### config.mk
export PLATFORM = sky130hd
export DESIGN_NAME = fcpd_top
export DESIGN_NICKNAME = d
export VERILOG_FILES = /design/src/rtl/fcpd_pkg.sv /design/src/rtl/fcpd_fifo.sv /design/src/rtl/fcpd_top.sv
export VERILOG_INCLUDE_DIRS = /design/src /design/src/rtl
export SDC_FILE = /design/constraint.sdc
export NUM_CORES = 1
export LEC_CHECK = 0
export ABC_AREA = 1
export ABC_CLOCK_PERIOD_IN_PS = 3650
export BUFFER_PORTS_ARGS = -buffer_cell sky130_fd_sc_hd__buf_2
export CAP_MARGIN = 40
export CORE_MARGIN = 10
export CORE_UTILIZATION = 40
export CTS_CLUSTER_SIZE = 16
export DETAILED_ROUTE_END_ITERATION = 7
export PLACE_DENSITY_LB_ADDON = 0.15
export SYNTH_ARGS = -nofsm -noshare
export SYNTH_HDL_FRONTEND = slang
export SYNTH_SLANG_ARGS = --single-unit
export TNS_END_PERCENT = 100
### constraint.sdc
create_clock -name mclk -period 3.65 [get_ports mclk]
set_input_delay 0.1825 -clock mclk [delete_from_list [all_inputs] [get_ports mclk]]
set_output_delay 0.1825 -clock mclk [all_outputs]
set_load 0.05 [all_outputs]
### src/rtl/fcpd_cfg.svh
// constant definitions for the floppy command phase decoder
`ifndef FCPD_CFG_SVH
`define FCPD_CFG_SVH
`define FCPD_OP_WRITE      5'h05
`define FCPD_OP_WDEL       5'h09
`define FCPD_OP_FORMAT     6'h0D
`define FCPD_OP_RECAL      8'h07
`define FCPD_OP_SENSE      8'h08
`define FCPD_OP_SPECIFY    8'h03
`define FCPD_OP_SEEK       8'h0F
`define FCPD_OP_CONFIG     8'h13
`define FCPD_ST0_INVALID   8'h80
`define FCPD_ST0_SEEK_END  8'h20
`define FCPD_NPRM_RW       4'h8
`define FCPD_NPRM_FORMAT   4'h5
`define FCPD_NPRM_RECAL    4'h1
`define FCPD_NPRM_SPECIFY  4'h2
`define FCPD_NPRM_SEEK     4'h2
`define FCPD_NPRM_CONFIG   4'h3
`define FCPD_NRES_RW       3'h7
`define FCPD_NRES_SENSE    3'h2
`define FCPD_NRES_INVALID  3'h1
`define FCPD_FIFO_DEPTH    32
`endif

### src/rtl/fcpd_pkg.sv
// types shared by the floppy command phase decoder files
package fcpd_pkg;
  typedef enum logic [3:0] {
    FCPD_K_WRITE, FCPD_K_WDEL, FCPD_K_FORMAT, FCPD_K_RECAL, FCPD_K_SENSE,
    FCPD_K_SPECIFY, FCPD_K_SEEK, FCPD_K_CONFIG, FCPD_K_INVALID
  } fcpd_kind_t;

  // execution request toward the drive-side logic
  typedef struct packed {
    fcpd_kind_t kind;
    logic       multi_track;
    logic       double_density;
    logic       head_select;
    logic [1:0] drive_select;
    logic [7:0] cylinder;
    logic [7:0] head;
    logic [7:0] record;
    logic [7:0] size_code;
    logic [7:0] final_sector_number;
    logic [7:0] gap_length;
    logic [7:0] data_length;
    logic [7:0] sectors_per_track;
    logic [7:0] filler;
  } fcpd_exec_t;

  // completion report from the drive-side logic
  typedef struct packed {
    logic [7:0] status_byte_zero;
    logic [7:0] status_byte_one;
    logic [7:0] status_byte_two;
    logic [7:0] cylinder;
    logic [7:0] head;
    logic [7:0] record;
    logic [7:0] size_code;
  } fcpd_done_t;

  // timing and option settings held from specify and configure
  typedef struct packed {
    logic [3:0] step_rate_time;
    logic [3:0] head_unload_time;
    logic [6:0] head_load_time;
    logic       pio_transfer_flag;
    logic       implied_seek_enable;
    logic       queue_disable;
    logic       poll_disable;
    logic [3:0] queue_threshold;
    logic [7:0] precomp_start_cylinder;
  } fcpd_setup_t;
endpackage

### src/rtl/fcpd_fifo.sv
// synchronous valid/ready fifo for the execution data path
`timescale 1ns/10ps
module fcpd_fifo #(
  parameter int WIDTH = 8,
  parameter int DEPTH = 32
) (
  // clock and reset
  input  wire logic             mclk,
  input  wire logic             rst,
  // fill side
  input  wire logic             in_valid,
  input  wire logic [WIDTH-1:0] in_data,
  output logic                  in_ready,
  // drain side
  output logic                  out_valid,
  output logic      [WIDTH-1:0] out_data,
  input  wire logic             out_ready
);
  localparam int AW = $clog2(DEPTH);

  logic [WIDTH-1:0] mem [DEPTH];
  logic [AW-1:0]    wr_ptr;
  logic [AW-1:0]    rd_ptr;
  logic [AW:0]      count;
  logic             push;
  logic             pop;

  // full and empty come straight from the occupancy count
  assign in_ready  = (count != (AW+1)'(DEPTH));
  assign out_valid = (count != '0);
  assign push      = in_valid && in_ready;
  assign pop       = out_valid && out_ready;
  assign out_data  = mem[rd_ptr];

  // storage array
  always_ff @(posedge mclk) begin
    if (push) begin
      mem[wr_ptr] <= in_data;
    end
  end

  // pointers and count
  always_ff @(posedge mclk) begin
    if (rst) begin
      wr_ptr <= '0;
      rd_ptr <= '0;
      count  <= '0;
    end else begin
      if (push) begin
        wr_ptr <= (wr_ptr == AW'(DEPTH - 1)) ? '0 : wr_ptr + AW'(1);
      end
      if (pop) begin
        rd_ptr <= (rd_ptr == AW'(DEPTH - 1)) ? '0 : rd_ptr + AW'(1);
      end
      count <= count + (AW+1)'(push) - (AW+1)'(pop);
    end
  end
endmodule

### src/rtl/fcpd_top.sv
// command phase decoder for write, format, positioning and setup commands
//
// What this block does
// - low bits 00101 decode as write data
// - low bits 01001 decode as write deleted
// - writes return status zero, one, two, C,H,R,N
// - 0x07 recalibrates to cylinder zero, interrupt only
// - 0x08 returns status zero and present cylinder
// - 0x0F seeks to target cylinder, no results
// - unknown opcode returns single 0x80 status byte
`timescale 1ns/10ps
`include "fcpd_cfg.svh"
module fcpd_top
  import fcpd_pkg::*;
#(
  parameter int FIFO_DEPTH = `FCPD_FIFO_DEPTH
) (
  // clock and reset
  input  wire logic        mclk,
  input  wire logic        rst,
  // host bytes written to the data port
  input  wire logic        cmd_valid,
  input  wire logic [7:0]  cmd_data,
  output logic             cmd_ready,
  // result bytes read from the data port
  output logic             res_valid,
  output logic [7:0]       res_data,
  input  wire logic        res_ready,
  // execution request and completion from drive-side logic
  output logic             exec_start,
  output fcpd_exec_t       exec_cmd,
  input  wire logic        exec_done,
  input  wire fcpd_done_t  exec_report,
  // execution data stream toward the drive
  output logic             drv_valid,
  output logic [7:0]       drv_data,
  input  wire logic        drv_ready,
  // completion interrupt and stored settings
  output logic             done_irq,
  output fcpd_setup_t      setup,
  output logic             busy
);
  typedef enum {ST_IDLE, ST_PARAM, ST_EXEC, ST_RESULT} fcpd_state_t;

  fcpd_state_t state;
  fcpd_kind_t  kind;
  logic [7:0]  opcode;
  logic [7:0]  prm [8];
  logic [3:0]  prm_idx;
  logic [3:0]  prm_need;
  logic [7:0]  res [7];
  logic [2:0]  res_idx;
  logic [2:0]  res_cnt;
  logic [9:0]  id_left;
  logic [7:0]  present_cylinder [4];
  logic        int_pend;
  logic [7:0]  int_st0;
  logic [1:0]  int_drive;

  ////////////////////////////////////////////////////////////////////////////
  // opcode decode of the first byte
  wire        is_write  = (cmd_data[4:0] == `FCPD_OP_WRITE);
  wire        is_wdel   = (cmd_data[4:0] == `FCPD_OP_WDEL);
  wire        is_format = (cmd_data[5:0] == `FCPD_OP_FORMAT) && !cmd_data[7];
  wire        is_recal  = (cmd_data == `FCPD_OP_RECAL);
  wire        is_sense  = (cmd_data == `FCPD_OP_SENSE);
  wire        is_spec   = (cmd_data == `FCPD_OP_SPECIFY);
  wire        is_seek   = (cmd_data == `FCPD_OP_SEEK);
  wire        is_config = (cmd_data == `FCPD_OP_CONFIG);
  fcpd_kind_t dec_kind;
  assign dec_kind = is_write  ? FCPD_K_WRITE  : is_wdel  ? FCPD_K_WDEL   :
                    is_format ? FCPD_K_FORMAT : is_recal ? FCPD_K_RECAL  :
                    is_sense  ? FCPD_K_SENSE  : is_spec  ? FCPD_K_SPECIFY :
                    is_seek   ? FCPD_K_SEEK   : is_config ? FCPD_K_CONFIG :
                    FCPD_K_INVALID;
  wire [3:0] dec_need = (is_write || is_wdel) ? `FCPD_NPRM_RW :
                        is_format ? `FCPD_NPRM_FORMAT :
                        is_recal  ? `FCPD_NPRM_RECAL :
                        is_spec   ? `FCPD_NPRM_SPECIFY :
                        is_seek   ? `FCPD_NPRM_SEEK :
                        is_config ? `FCPD_NPRM_CONFIG : 4'h0;

  ////////////////////////////////////////////////////////////////////////////
  // execution request fields taken from the parameter bytes
  wire [1:0] sel_drive = prm[0][1:0];
  assign exec_cmd.kind                = kind;
  assign exec_cmd.multi_track         = opcode[7];
  assign exec_cmd.double_density      = opcode[6];
  assign exec_cmd.head_select         = (kind == FCPD_K_RECAL) ? 1'b0 : prm[0][2];
  assign exec_cmd.drive_select        = sel_drive;
  assign exec_cmd.cylinder            = (kind == FCPD_K_RECAL) ? 8'h00 : prm[1];
  assign exec_cmd.head                = prm[2];
  assign exec_cmd.record              = prm[3];
  assign exec_cmd.size_code           = (kind == FCPD_K_FORMAT) ? prm[1] : prm[4];
  assign exec_cmd.final_sector_number = prm[5];
  assign exec_cmd.gap_length          = (kind == FCPD_K_FORMAT) ? prm[3] : prm[6];
  assign exec_cmd.data_length         = prm[7];
  assign exec_cmd.sectors_per_track   = prm[2];
  assign exec_cmd.filler              = prm[4];

  ////////////////////////////////////////////////////////////////////////////
  // host byte acceptance and the data stream into the fifo
  logic fifo_in_ready;
  wire  streaming = (state == ST_EXEC) && (kind != FCPD_K_RECAL) && (kind != FCPD_K_SEEK)
                    && !((kind == FCPD_K_FORMAT) && (id_left == 10'h000));
  wire  prm_phase = (state == ST_IDLE) || (state == ST_PARAM);
  assign cmd_ready = prm_phase || (streaming && fifo_in_ready);
  wire  cmd_take  = cmd_valid && cmd_ready;
  wire  to_fifo   = cmd_take && streaming;
  wire  res_take  = res_valid && res_ready;
  assign res_valid = (state == ST_RESULT);
  assign busy      = (state != ST_IDLE);

  fcpd_fifo #(
    .WIDTH     (8),
    .DEPTH     (FIFO_DEPTH)
  ) u_fifo (
    .mclk      (mclk),
    .rst       (rst),
    .in_valid  (to_fifo),
    .in_data   (cmd_data),
    .in_ready  (fifo_in_ready),
    .out_valid (drv_valid),
    .out_data  (drv_data),
    .out_ready (drv_ready)
  );

  ////////////////////////////////////////////////////////////////////////////
  // command sequencer
  always_ff @(posedge mclk) begin
    if (rst) begin
      state      <= ST_IDLE;
      kind       <= FCPD_K_INVALID;
      opcode     <= 8'h00;
      prm_idx    <= 4'h0;
      prm_need   <= 4'h0;
      exec_start <= 1'b0;
      id_left    <= 10'h000;
      res_idx    <= 3'h0;
      res_cnt    <= 3'h0;
    end else begin
      exec_start <= 1'b0;
      case (state)
        ST_IDLE: begin
          if (cmd_take) begin
            opcode   <= cmd_data;
            kind     <= dec_kind;
            prm_need <= dec_need;
            prm_idx  <= 4'h0;
            res_idx  <= 3'h0;
            if (dec_kind == FCPD_K_SENSE) begin
              res_cnt <= `FCPD_NRES_SENSE;
              state   <= ST_RESULT;
            end else if (dec_kind == FCPD_K_INVALID) begin
              res_cnt <= `FCPD_NRES_INVALID;
              state   <= ST_RESULT;
            end else begin
              state <= ST_PARAM;
            end
          end
        end
        ST_PARAM: begin
          if (cmd_take && (prm_idx == prm_need - 4'h1)) begin
            if ((kind == FCPD_K_SPECIFY) || (kind == FCPD_K_CONFIG)) begin
              state <= ST_IDLE;
            end else begin
              exec_start <= 1'b1;
              id_left    <= {prm[2], 2'b00};
              state      <= ST_EXEC;
            end
          end
          if (cmd_take) begin
            prm_idx <= prm_idx + 4'h1;
          end
        end
        ST_EXEC: begin
          if (to_fifo && (kind == FCPD_K_FORMAT)) begin
            id_left <= id_left - 10'h001;
          end
          if (exec_done) begin
            res_cnt <= `FCPD_NRES_RW;
            state   <= ((kind == FCPD_K_RECAL) || (kind == FCPD_K_SEEK)) ?
                       ST_IDLE : ST_RESULT;
          end
        end
        ST_RESULT: begin
          if (res_take) begin
            res_idx <= res_idx + 3'h1;
            if (res_idx == res_cnt - 3'h1) begin
              state <= ST_IDLE;
            end
          end
        end
        default: state <= ST_IDLE;
      endcase
    end
  end

  ////////////////////////////////////////////////////////////////////////////
  // parameter byte capture
  always_ff @(posedge mclk) begin
    if (state == ST_PARAM && cmd_take) begin
      prm[prm_idx[2:0]] <= cmd_data;
    end
  end

  ////////////////////////////////////////////////////////////////////////////
  // result bytes, loaded when the result phase is entered
  wire [7:0] sense_st0 = int_pend ? int_st0 : `FCPD_ST0_INVALID;
  wire       fmt       = (kind == FCPD_K_FORMAT);
  always_ff @(posedge mclk) begin
    if (state == ST_IDLE && cmd_take) begin
      res[0] <= is_sense ? sense_st0 : `FCPD_ST0_INVALID;
      res[1] <= present_cylinder[int_drive];
    end else if (state == ST_EXEC && exec_done) begin
      res[0] <= exec_report.status_byte_zero;
      res[1] <= exec_report.status_byte_one;
      res[2] <= exec_report.status_byte_two;
      res[3] <= fmt ? 8'h00 : exec_report.cylinder;
      res[4] <= fmt ? 8'h00 : exec_report.head;
      res[5] <= fmt ? 8'h00 : exec_report.record;
      res[6] <= fmt ? 8'h00 : exec_report.size_code;
    end
  end

  // registered data output follows the result index
  always_ff @(posedge mclk) begin
    if (rst) begin
      res_data <= 8'h00;
    end else if (state == ST_IDLE && cmd_take) begin
      res_data <= is_sense ? sense_st0 : `FCPD_ST0_INVALID;
    end else if (state == ST_EXEC && exec_done) begin
      res_data <= exec_report.status_byte_zero;
    end else if (res_take && (res_idx != 3'h6)) begin
      res_data <= res[res_idx + 3'h1];
    end
  end

  ////////////////////////////////////////////////////////////////////////////
  // present cylinder per drive and positioning interrupt
  wire pos_done = (state == ST_EXEC) && exec_done &&
                  ((kind == FCPD_K_RECAL) || (kind == FCPD_K_SEEK));
  wire sense_go = (state == ST_IDLE) && cmd_take && is_sense;
  always_ff @(posedge mclk) begin
    if (rst) begin
      present_cylinder       <= '{default: 8'h00};
      int_pend  <= 1'b0;
      int_st0   <= 8'h00;
      int_drive <= 2'h0;
    end else begin
      if (pos_done) begin
        present_cylinder[sel_drive] <= exec_cmd.cylinder;
        int_st0        <= `FCPD_ST0_SEEK_END | {5'h00, exec_cmd.head_select, sel_drive};
        int_drive      <= sel_drive;
      end
      // a completion in the same cycle as a sense keeps the interrupt set
      if (pos_done) begin
        int_pend <= 1'b1;
      end else if (sense_go) begin
        int_pend <= 1'b0;
      end
    end
  end
  assign done_irq = int_pend || (state == ST_RESULT && kind != FCPD_K_SENSE
                                 && kind != FCPD_K_INVALID);

  ////////////////////////////////////////////////////////////////////////////
  // specify and configure settings
  wire last_prm = (state == ST_PARAM) && cmd_take && (prm_idx == prm_need - 4'h1);
  always_ff @(posedge mclk) begin
    if (rst) begin
      setup <= '0;
    end else if (last_prm && kind == FCPD_K_SPECIFY) begin
      setup.step_rate_time    <= prm[0][7:4];
      setup.head_unload_time  <= prm[0][3:0];
      setup.head_load_time    <= cmd_data[7:1];
      setup.pio_transfer_flag <= cmd_data[0];
    end else if (last_prm && kind == FCPD_K_CONFIG) begin
      setup.implied_seek_enable    <= prm[1][6];
      setup.queue_disable          <= prm[1][5];
      setup.poll_disable           <= prm[1][4];
      setup.queue_threshold        <= prm[1][3:0];
      setup.precomp_start_cylinder <= cmd_data;
    end
  end
endmodule

After elaboration in Yosys (flattened, before gate mapping)
Memory sizes are Yosys's and may differ from the RTL's. A register that Yosys moved wholly into a read port is not among the register bits.
Cells that the tools add are included.

operators by class
  eq/ne operators = 40
  reductions and logical operators = 52
  $lt $le $gt $ge = 3
  bitwise logic cells = 7
  $add $sub $neg = 9
  muxes and demuxes = 76

operators with widths
  cell                                                               count
  32-bit two-way mux                                                 5
  8-bit two-way mux                                                  17
  32-bit case mux with 4 select lines                                1
  32-bit by 2-bit == test with 1-bit output (second input constant)  3
  32-bit by 3-bit == test with 1-bit output (second input constant)  2
  32-bit zero test                                                   2
  4-bit two-way mux                                                  11
  32-bit bitwise mux                                                 1
  32-bit by 1-bit == test with 1-bit output (second input constant)  1
  32-bit nonzero test                                                1
  10-bit two-way mux                                                 3
  1-bit logical AND                                                  25
  3-bit two-way mux                                                  7
  5-bit two-way mux                                                  4
  10-bit case mux with 2 select lines                                1
  8-bit binary-select mux with 2-bit select                          1
  8-bit demux with 2-bit select                                      1
  4-bit by 3-bit == test with 1-bit output (second input constant)   4
  8-bit by 4-bit == test with 1-bit output (second input constant)   2
  2-bit two-way mux                                                  8
  2-bit inequality test (second input constant)                      8
  1-bit two-way mux                                                  13
  3-bit case mux with 2 select lines                                 2
  5-bit by 1-bit adder with 5-bit output (second input constant)     2
  40 further kinds                                                   62

word-level totals
  output and inout bits = 134
  memories = 3
  memory bits (writable) = 376
  input port bits = 70
  logic and storage cells = 219
  register bits after elaboration = 163

memories
  name        words  width  read ports  clocked after memory_dff  write ports  line             RTL
  u_fifo.mem  32     8      1           1                         1            fcpd_fifo.sv:21  logic [WIDTH-1:0] mem [DEPTH];
  prm         8      8      8           0                         1            fcpd_top.sv:48   logic [7:0] prm [8];
  res         7      8      1           0                         7            fcpd_top.sv:51   logic [7:0] res [7];

Depth between registers and ports, before layout
Gate-level depths: netlist (run 1).

  depth in word-level cells = 14
  mapped depth = 14
  mapped depth without buffers = 14

By module
From an unflattened synthesis (run 1), not the netlist that was laid out.

second synthesis, totals
  cells, all modules = 2159
  area total of the unflattened synthesis = 21749.6 µm²

modules (own cells, without submodules)
  module     cells an instance  sequential area each (µm²)  area each (µm²)  instances
  fcpd_fifo  1039               8107.8                      11634.9          1
  fcpd_top   1120               5785.5                      10114.7          1

Worst setup path after synthesis (run 1)
OpenSTA, ideal clock, no wires.

  kind = register -> register
  from = register u_fifo.count[2]
  to = register u_fifo.count[4]
  slack = 0.660 ns
  stages on the path, launching flop included = 15
  period minus slack after synthesis = 2.990 ns
  setup time = 0.125 ns
  arrival time = 2.865 ns
  data required time = 3.525 ns
  buffers on the path = 0
  cells stage by stage = dfxtp_1 -> inv_1 -> ha_1 -> nand4_1 -> nand2_1 -> inv_1 -> ha_1 -> inv_1 -> ha_1 -> inv_1 -> fa_1 -> nor3_1 -> a211oi_1 -> o21ai_0 -> a21oi_1

between the ends
  elaborated cells on any way between the ends = 10
  classes of those cells = 2 x add/sub; 1 x eq/ne; 7 x reduce/logical

RTL lines
  element                                      line             RTL
  start, declared                              fcpd_fifo.sv:24  logic [AW:0] count;
  start signal, assigned                       fcpd_fifo.sv:55  count <= count + (AW+1)'(push) - (AW+1)'(pop);
  6-bit nonzero test                           fcpd_fifo.sv:30  assign out_valid = (count != '0);
  named net drv_valid                          fcpd_top.sv:35   output logic drv_valid,
  1-bit logical AND                            fcpd_fifo.sv:32  assign pop = out_valid && out_ready;
  named net u_fifo.pop                         fcpd_fifo.sv:26  logic pop;
  6-bit by 1-bit subtractor with 6-bit output  fcpd_fifo.sv:55

The timed path passes the listed nets, and every way through them passes these cells.
A chain may end at the register's enable or synchronous reset.

==> impl_metrics.py, run 1 <==
metrics = {
    "timing": {
        "period_share": 0.876,
        "finalSetupTns_ps": 0,
        "max_clock_freq_mhz": 313,
        "fin_skew_ps": 17.7,
        "period_minus_slack_ps": 3200,
        "final_max_slew_viol_count": 0,
        "setup_violations": 0,
        "whs_ps": 35.9,
        "maxSlewHeadroom": 0.404,
        "rsz0062_at_grt": "no",
        "hold_viol": 0,
        "setup_ws_ps": 451,
        "worstMarginPinSlew_ps": 894,
    },
    "setup_path": {
        "crit_fanout": 41,
        "cp_cell_sequence": "inv_1 -> nand2_1 -> nor2_4 -> buf_4 -> inv_1 -> nand2_1 -> nand2_1 -> buf_2",
        "setup.worst_path.start_class": "flip-flop",
        "path_class": "flip-flop to primary output",
        "crit_family": "buffers and inverters",
        "crit_path_max_incr_delay_ps": 720,
        "arrival_ps": 3020,
        "cpMostUsedCell": "nand2_1",
        "crit_required_ps": 3470,
        "worst_path_max_delay_cell": "inv_1",
        "reg2reg_slack_ps": 940,
        "endpoint_kind": "primary output",
        "cp_num_buf_inv": 4,
    },
    "placement": {
        "dpl.hpwl_um": 40300,
        "portBuffers": 203,
        "dpl_worst_slack_ps": 911,
        "place.gp.congestion": 0.865,
        "place_area_um2": 22700,
    },
    "clock_tree": {
        "clk_pin_slew_ps": 60,
        "htreeDepth": 2,
        "clk_latency_ps": 600,
        "clockRootBuffer": "clkbuf_16",
        "cts_sinks": 506,
        "ctsResizeCount": 0,
        "ctsLongestPathBuffers": 3,
        "cts_tree": "done",
        "numCtsBuffers": 53,
    },
    "power_and_ir_drop": {
        "p_per_area_nw_per_um2": 641,
        "irDropWorstVdd_v": 0.000369,
        "power.total_w": 0.0161,
        "p_leak_nw": 9.44,
    },
    "routing": {
        "vias": 15700,
        "met3_length_um": 4140,
        "wl_per_cell_um": 20.9,
        "via_per_inst": 5.35,
        "antenna_left": 0,
        "drc": 0,
        "top_layer_used": "met4",
        "dr.pass1.iters": 5,
        "drtIter0Drc": 1320,
        "routed_wl_um": 61400,
        "dr_wl_met2_um": 28900,
        "wirelength_met1_um": 26800,
    },
    "worst_hold_path": {
        "hp-class": "input port to flip-flop",
    },
    "grt": {
        "grt_max_degree": 65,
        "grt_pass1_vias": 15500,
        "grt_overflow": 0,
        "antenna_found_initial": 0,
        "grt_pass1_wl_um": 93100,
        "grt_util_all_layers": 0.191,
    },
    "synth": {
        "netlist_instances": 1970,
        "yosys-top-cells-area": "edfxtp_1 (54%), dfxtp_1 (12%), o21ai_0 (7.3%)",
        "synth_largest_area_cell": "edfxtp_1",
        "synth-async-reset-ratio": 0,
        "synth_seq_cells": 506,
        "synth.distinct_cells": 46,
        "syn_avg_cell_area_um2": 10.6,
        "yosysSeqAreaShare": 0.663,
        "ys_warn_count": 0,
        "synth-edff-count": 376,
        "synth_top_area_frac": 0.539,
        "ys.flop_type": "edfxtp_1",
        "syn-cell-area_um2": 21000,
        "synth_nets": 2064,
    },
    "floorplanning": {
        "rows": 83,
        "core-area_um2": 51600,
        "die_h_um": 249,
        "io_pins": 204,
        "die_area_um2": 61900,
        "start_util": 0.406,
        "die_w_um": 249,
    },
    "layout": {
        "nets": 2307,
        "final_common_cell": "nor2_1",
        "postLayoutCellArea_um2": 25000,
        "layout_common_cells": "nor2_1 (381), edfxtp_1 (376), o21ai_0 (304)",
        "final_layout_size_suffix_gt1_frac": 0.160,
        "area_growth_pct": 19.5,
    },
    "status": {
        "status": "completed",
    },
    "job": {
        "drv_cap": 0,
    },
}
==> what timing repair did <==
| action | CTS | global route |
|---|---|---|
| hold endpoints to repair | 73 | 0 |
| hold buffers | 57 | 0 |
| buffers inserted | 0 | 0 |
==> state kept, by name, indices dropped and copies added, names as in the netlist, named ones only <==
register          cells
exec_start            1
id_left              10
int_drive             1
int_pend              1
int_st0               3
kind                  4
opcode                2
present_cylinder     32
prm                  64
prm_idx               4
prm_need              4
res                  56
res_cnt               3
res_data              8
res_idx               3
setup                31
state                 2
u_fifo.count          6
u_fifo.mem          256
u_fifo.rd_ptr         5
u_fifo.wr_ptr         5
==> where the power goes <==
group | switching [W] | leakage, nW | total (W) | internal [W]
logic | 0.00264 | 4.10 | 0.00371 | 0.00107
clock network | 0.00232 | 0.881 | 0.00557 | 0.00325
registers | 0.000235 | 4.45 | 0.00678 | 0.00654
==> routing by layer <==
metal	up-vias	GRT usage
met3	109	0.0405
li1	7394	-
met1	7677	0.254
met5	-	0
met2	540	0.305
met4	0	0.0603
==> stage by stage <==
| stage | cells | utilization |
|---|---|---|
| after floorplan | 1970 | - |
| after global placement | 2777 | 0.438 |
| after detailed placement | 2781 | 0.439 |
| after CTS | 2937 | 0.485 |
| after global routing | 2937 | 0.485 |
| final | 2938 | 0.485 |
==> cells in the mapped netlist, types with 3 or more instances <==
master      n
nand3_1    48
o221ai_1   51
nor3_1     12
inv_2       7
a211oi_1    4
o21ai_0   304
a21oi_1    95
nand2_1   162
a31oi_1    20
inv_1     157
xnor2_1     5
dfxtp_1   130
clkbuf_1   71
ha_1       23
nor2_2      6
nor2_4      3
nor3_4      3
edfxtp_1  376
buf_2      17
nand4_1     6
nand2_2     4
xor2_1      5
buf_4      14
o22ai_1    24
nor2_1    381
o211ai_1   14
==> worst paths after layout <==
| check | cells after the start | from | end |
|---|---|---|---|
| worst min-delay path | 3 | exec_report[44] | res[1][4] |
| worst max-delay path | 8 | kind[0] | exec_cmd[24] |
| worst max register to register | 8 | kind[0] | u_fifo.mem[4][4] |
| worst min register to register | 2 | present_cylinder[14] | present_cylinder[14] |
==> kinds of logic after synthesis <==
family,share of synthesized area
buffers and inverters,0.0534
and+or+nand+nor,0.125
xor gates and xnor gates,0.00418
DFF,0.663
adders and majority gates,0.0147
AOI/OAI and AO/OA,0.140
==> worst min-delay path, cell delays in order <==
cell and delay [ps]:
buf_2 80, nor2_1 40, a31oi_1 190
==> cell type report <==
| cell class | count | area [um^2] |
|---|---|---|
| fill | 4722 | 26600 |
| sequential | 506 | 13900 |
| multi-input combinational | 1190 | 5950 |
| timing repair buffer | 294 | 1900 |
| clock buffer | 63 | 1390 |
| tap | 680 | 851 |
| inverter | 168 | 634 |
| clock inverter | 36 | 402 |
| antenna | 1 | 2.50 |
(Power assumes the default switching activity.)
==> run 2: changes to the inputs <==
CORE_MARGIN = unset   (was 10)
PLACE_DENSITY_LB_ADDON = 0.2   (was 0.15)
==> run 2 against run 1 <==
Effect of this change: core utilization is essentially flat; critical path depth grew 2; worst hold slack lost 5.0 ps; clock-buffer cell count grew 14; critical endpoint is now drv_data[5]; highest routed layer is now met5; sequential cell count is the same.
==> impl_metrics.py, run 2 (synthesis results as in run 1) <==
metrics = {
    "grt": {
        "grt_max_degree": 81,
        "grt_pass1_vias": 15300,
        "grt_overflow": 0,
        "grt_util_all_layers": 0.219,
        "antenna_found_initial": 2,
        "grt_pass1_wl_um": 89500,
    },
    "timing": {
        "finalSetupTns_ps": 0,
        "period_minus_slack_ps": 3320,
        "rsz0062_at_grt": "no",
        "period_share": 0.909,
        "hold_viol": 0,
        "whs_ps": 30.9,
        "maxSlewHeadroom": 0.434,
        "max_clock_freq_mhz": 302,
        "worstMarginPinSlew_ps": 845,
        "setup_violations": 0,
        "fin_skew_ps": 35.8,
        "final_max_slew_viol_count": 0,
    },
    "clock_tree": {
        "clk_latency_ps": 620,
        "ctsResizeCount": 0,
        "cts_tree": "done",
        "cts_sinks": 506,
        "htreeDepth": 2,
        "clk_pin_slew_ps": 60,
        "numCtsBuffers": 54,
        "ctsLongestPathBuffers": 3,
        "clockRootBuffer": "clkbuf_16",
    },
    "layout": {
        "final_layout_size_suffix_gt1_frac": 0.158,
        "regMostFlops": "u_fifo.mem",
        "area_growth_pct": 19.3,
        "final_common_cell": "nor2_1",
        "largest_register_ffs": 256,
        "nets": 2313,
        "layout_common_cells": "nor2_1 (381), edfxtp_1 (376), o21ai_0 (304)",
    },
    "floorplanning": {
        "rows": 83,
        "die_area_um2": 53300,
        "io_pins": 204,
        "core-area_um2": 51500,
        "die_h_um": 231,
        "die_w_um": 231,
        "start_util": 0.407,
    },
    "placement": {
        "dpl.hpwl_um": 37600,
        "place.gp.congestion": 0.840,
        "portBuffers": 203,
    },
    "power_and_ir_drop": {
        "p_per_area_nw_per_um2": 630,
        "p_leak_nw": 9.44,
        "irDropWorstVdd_v": 0.000300,
    },
    "setup_path": {
        "endpoint_kind": "primary output",
        "crit_fanout": 48,
        "crit_required_ps": 3470,
        "path_class": "flip-flop to primary output",
        "cp_cell_sequence": "buf_4 -> inv_2 -> buf_4 -> o21ai_0 -> o22ai_1 -> nor2_1 -> nor2_1 -> o21ai_0 -> a21oi_1 -> buf_2",
        "setup.worst_path.start_class": "flip-flop",
        "arrival_ps": 3130,
        "crit_path_max_incr_delay_ps": 420,
        "worst_path_max_delay_cell": "buf_4",
    },
    "worst_hold_path": {
        "hp-class": "input port to flip-flop",
    },
    "status": {
        "status": "completed",
    },
    "routing": {
        "drc": 0,
        "antenna_left": 0,
        "via_per_inst": 5.31,
        "drtIter0Drc": 1391,
        "wl_per_cell_um": 19.9,
        "vias": 15600,
        "routed_wl_um": 58600,
        "dr.pass1.iters": 5,
    },
    "job": {
        "drv_cap": 0,
    },
}
## run 2: cell count changes in the layout (fill, tap and decap cells not counted), moves of 3 or more
cell	before	now
buf_4	29	33
bufinv_16	7	2
clkbuf_1	7	16
clkbuf_8	3	6
clkinv_4	4	0
inv_6	4	1
## run 2: final timing paths
path	from	endpoint	slack [ps]	cells after the start
max reg2reg	state[1]	u_fifo.mem[10][4]	850	8
min reg2reg	present_cylinder[3]	present_cylinder[3]	460	2
min	exec_report[45]	res[1][5]	30	3
max	flip-flop	drv_data[5]	330	10
## run 2: stage by stage
stage	cells	instance area [um^2]	util	setup WS (ps)	power, W
floorplan	1970	21000	-	660	0.00937
global placement	2781	22700	0.440	936	0.0104
detailed placement	2784	22700	0.441	815	0.0105
CTS	2941	25000	0.485	380	0.0158
global route	2943	25000	0.485	148	0.0165
finish	2943	25000	0.485	334	0.0157
## run 2: layout make-up
type,count,area (um^2)
fill,4777,26500
sequential,506,13900
multi-input combinational,1190,5950
timing repair buffer,299,1950
clock buffer,77,1520
tap,680,851
inverter,168,633
clock inverter,22,203
antenna,1,2.50
## run 2: power breakdown
group / internal [W] / leakage [nW] / switching (W)
clock: 0.00305 / 0.849 / 0.00228
combinational: 0.00105 / 4.14 / 0.00262
sequential: 0.00654 / 4.45 / 0.000207
total: 0.0106 / 9.44 / 0.00511
## run 2: repair_timing
item	4_1_cts	5_1_grt
buffers inserted	0	0
hold endpoints to repair	70	0
hold buffers	58	0
## run 2: critical path, delay by kind of cell, from the launching register on
family	cells	cell delay, ps
AND/OR/NAND/NOR	2	140
flip-flops	1	410
buffers and inverters	4	1080
AO/OA/AOI/OAI	4	900
## run 2: per-layer routing
layer | wire [um] | up-vias | global-route usage | part of all wire
met1 | 26400 | 7619 | 0.303 | 0.45
met5 | 7 | - | 0 | 0.00012
li1 | - | 7394 | - | -
met3 | 4590 | 79 | 0.0571 | 0.078
met2 | 26600 | 534 | 0.344 | 0.45
met4 | 1110 | 2 | 0.0530 | 0.019
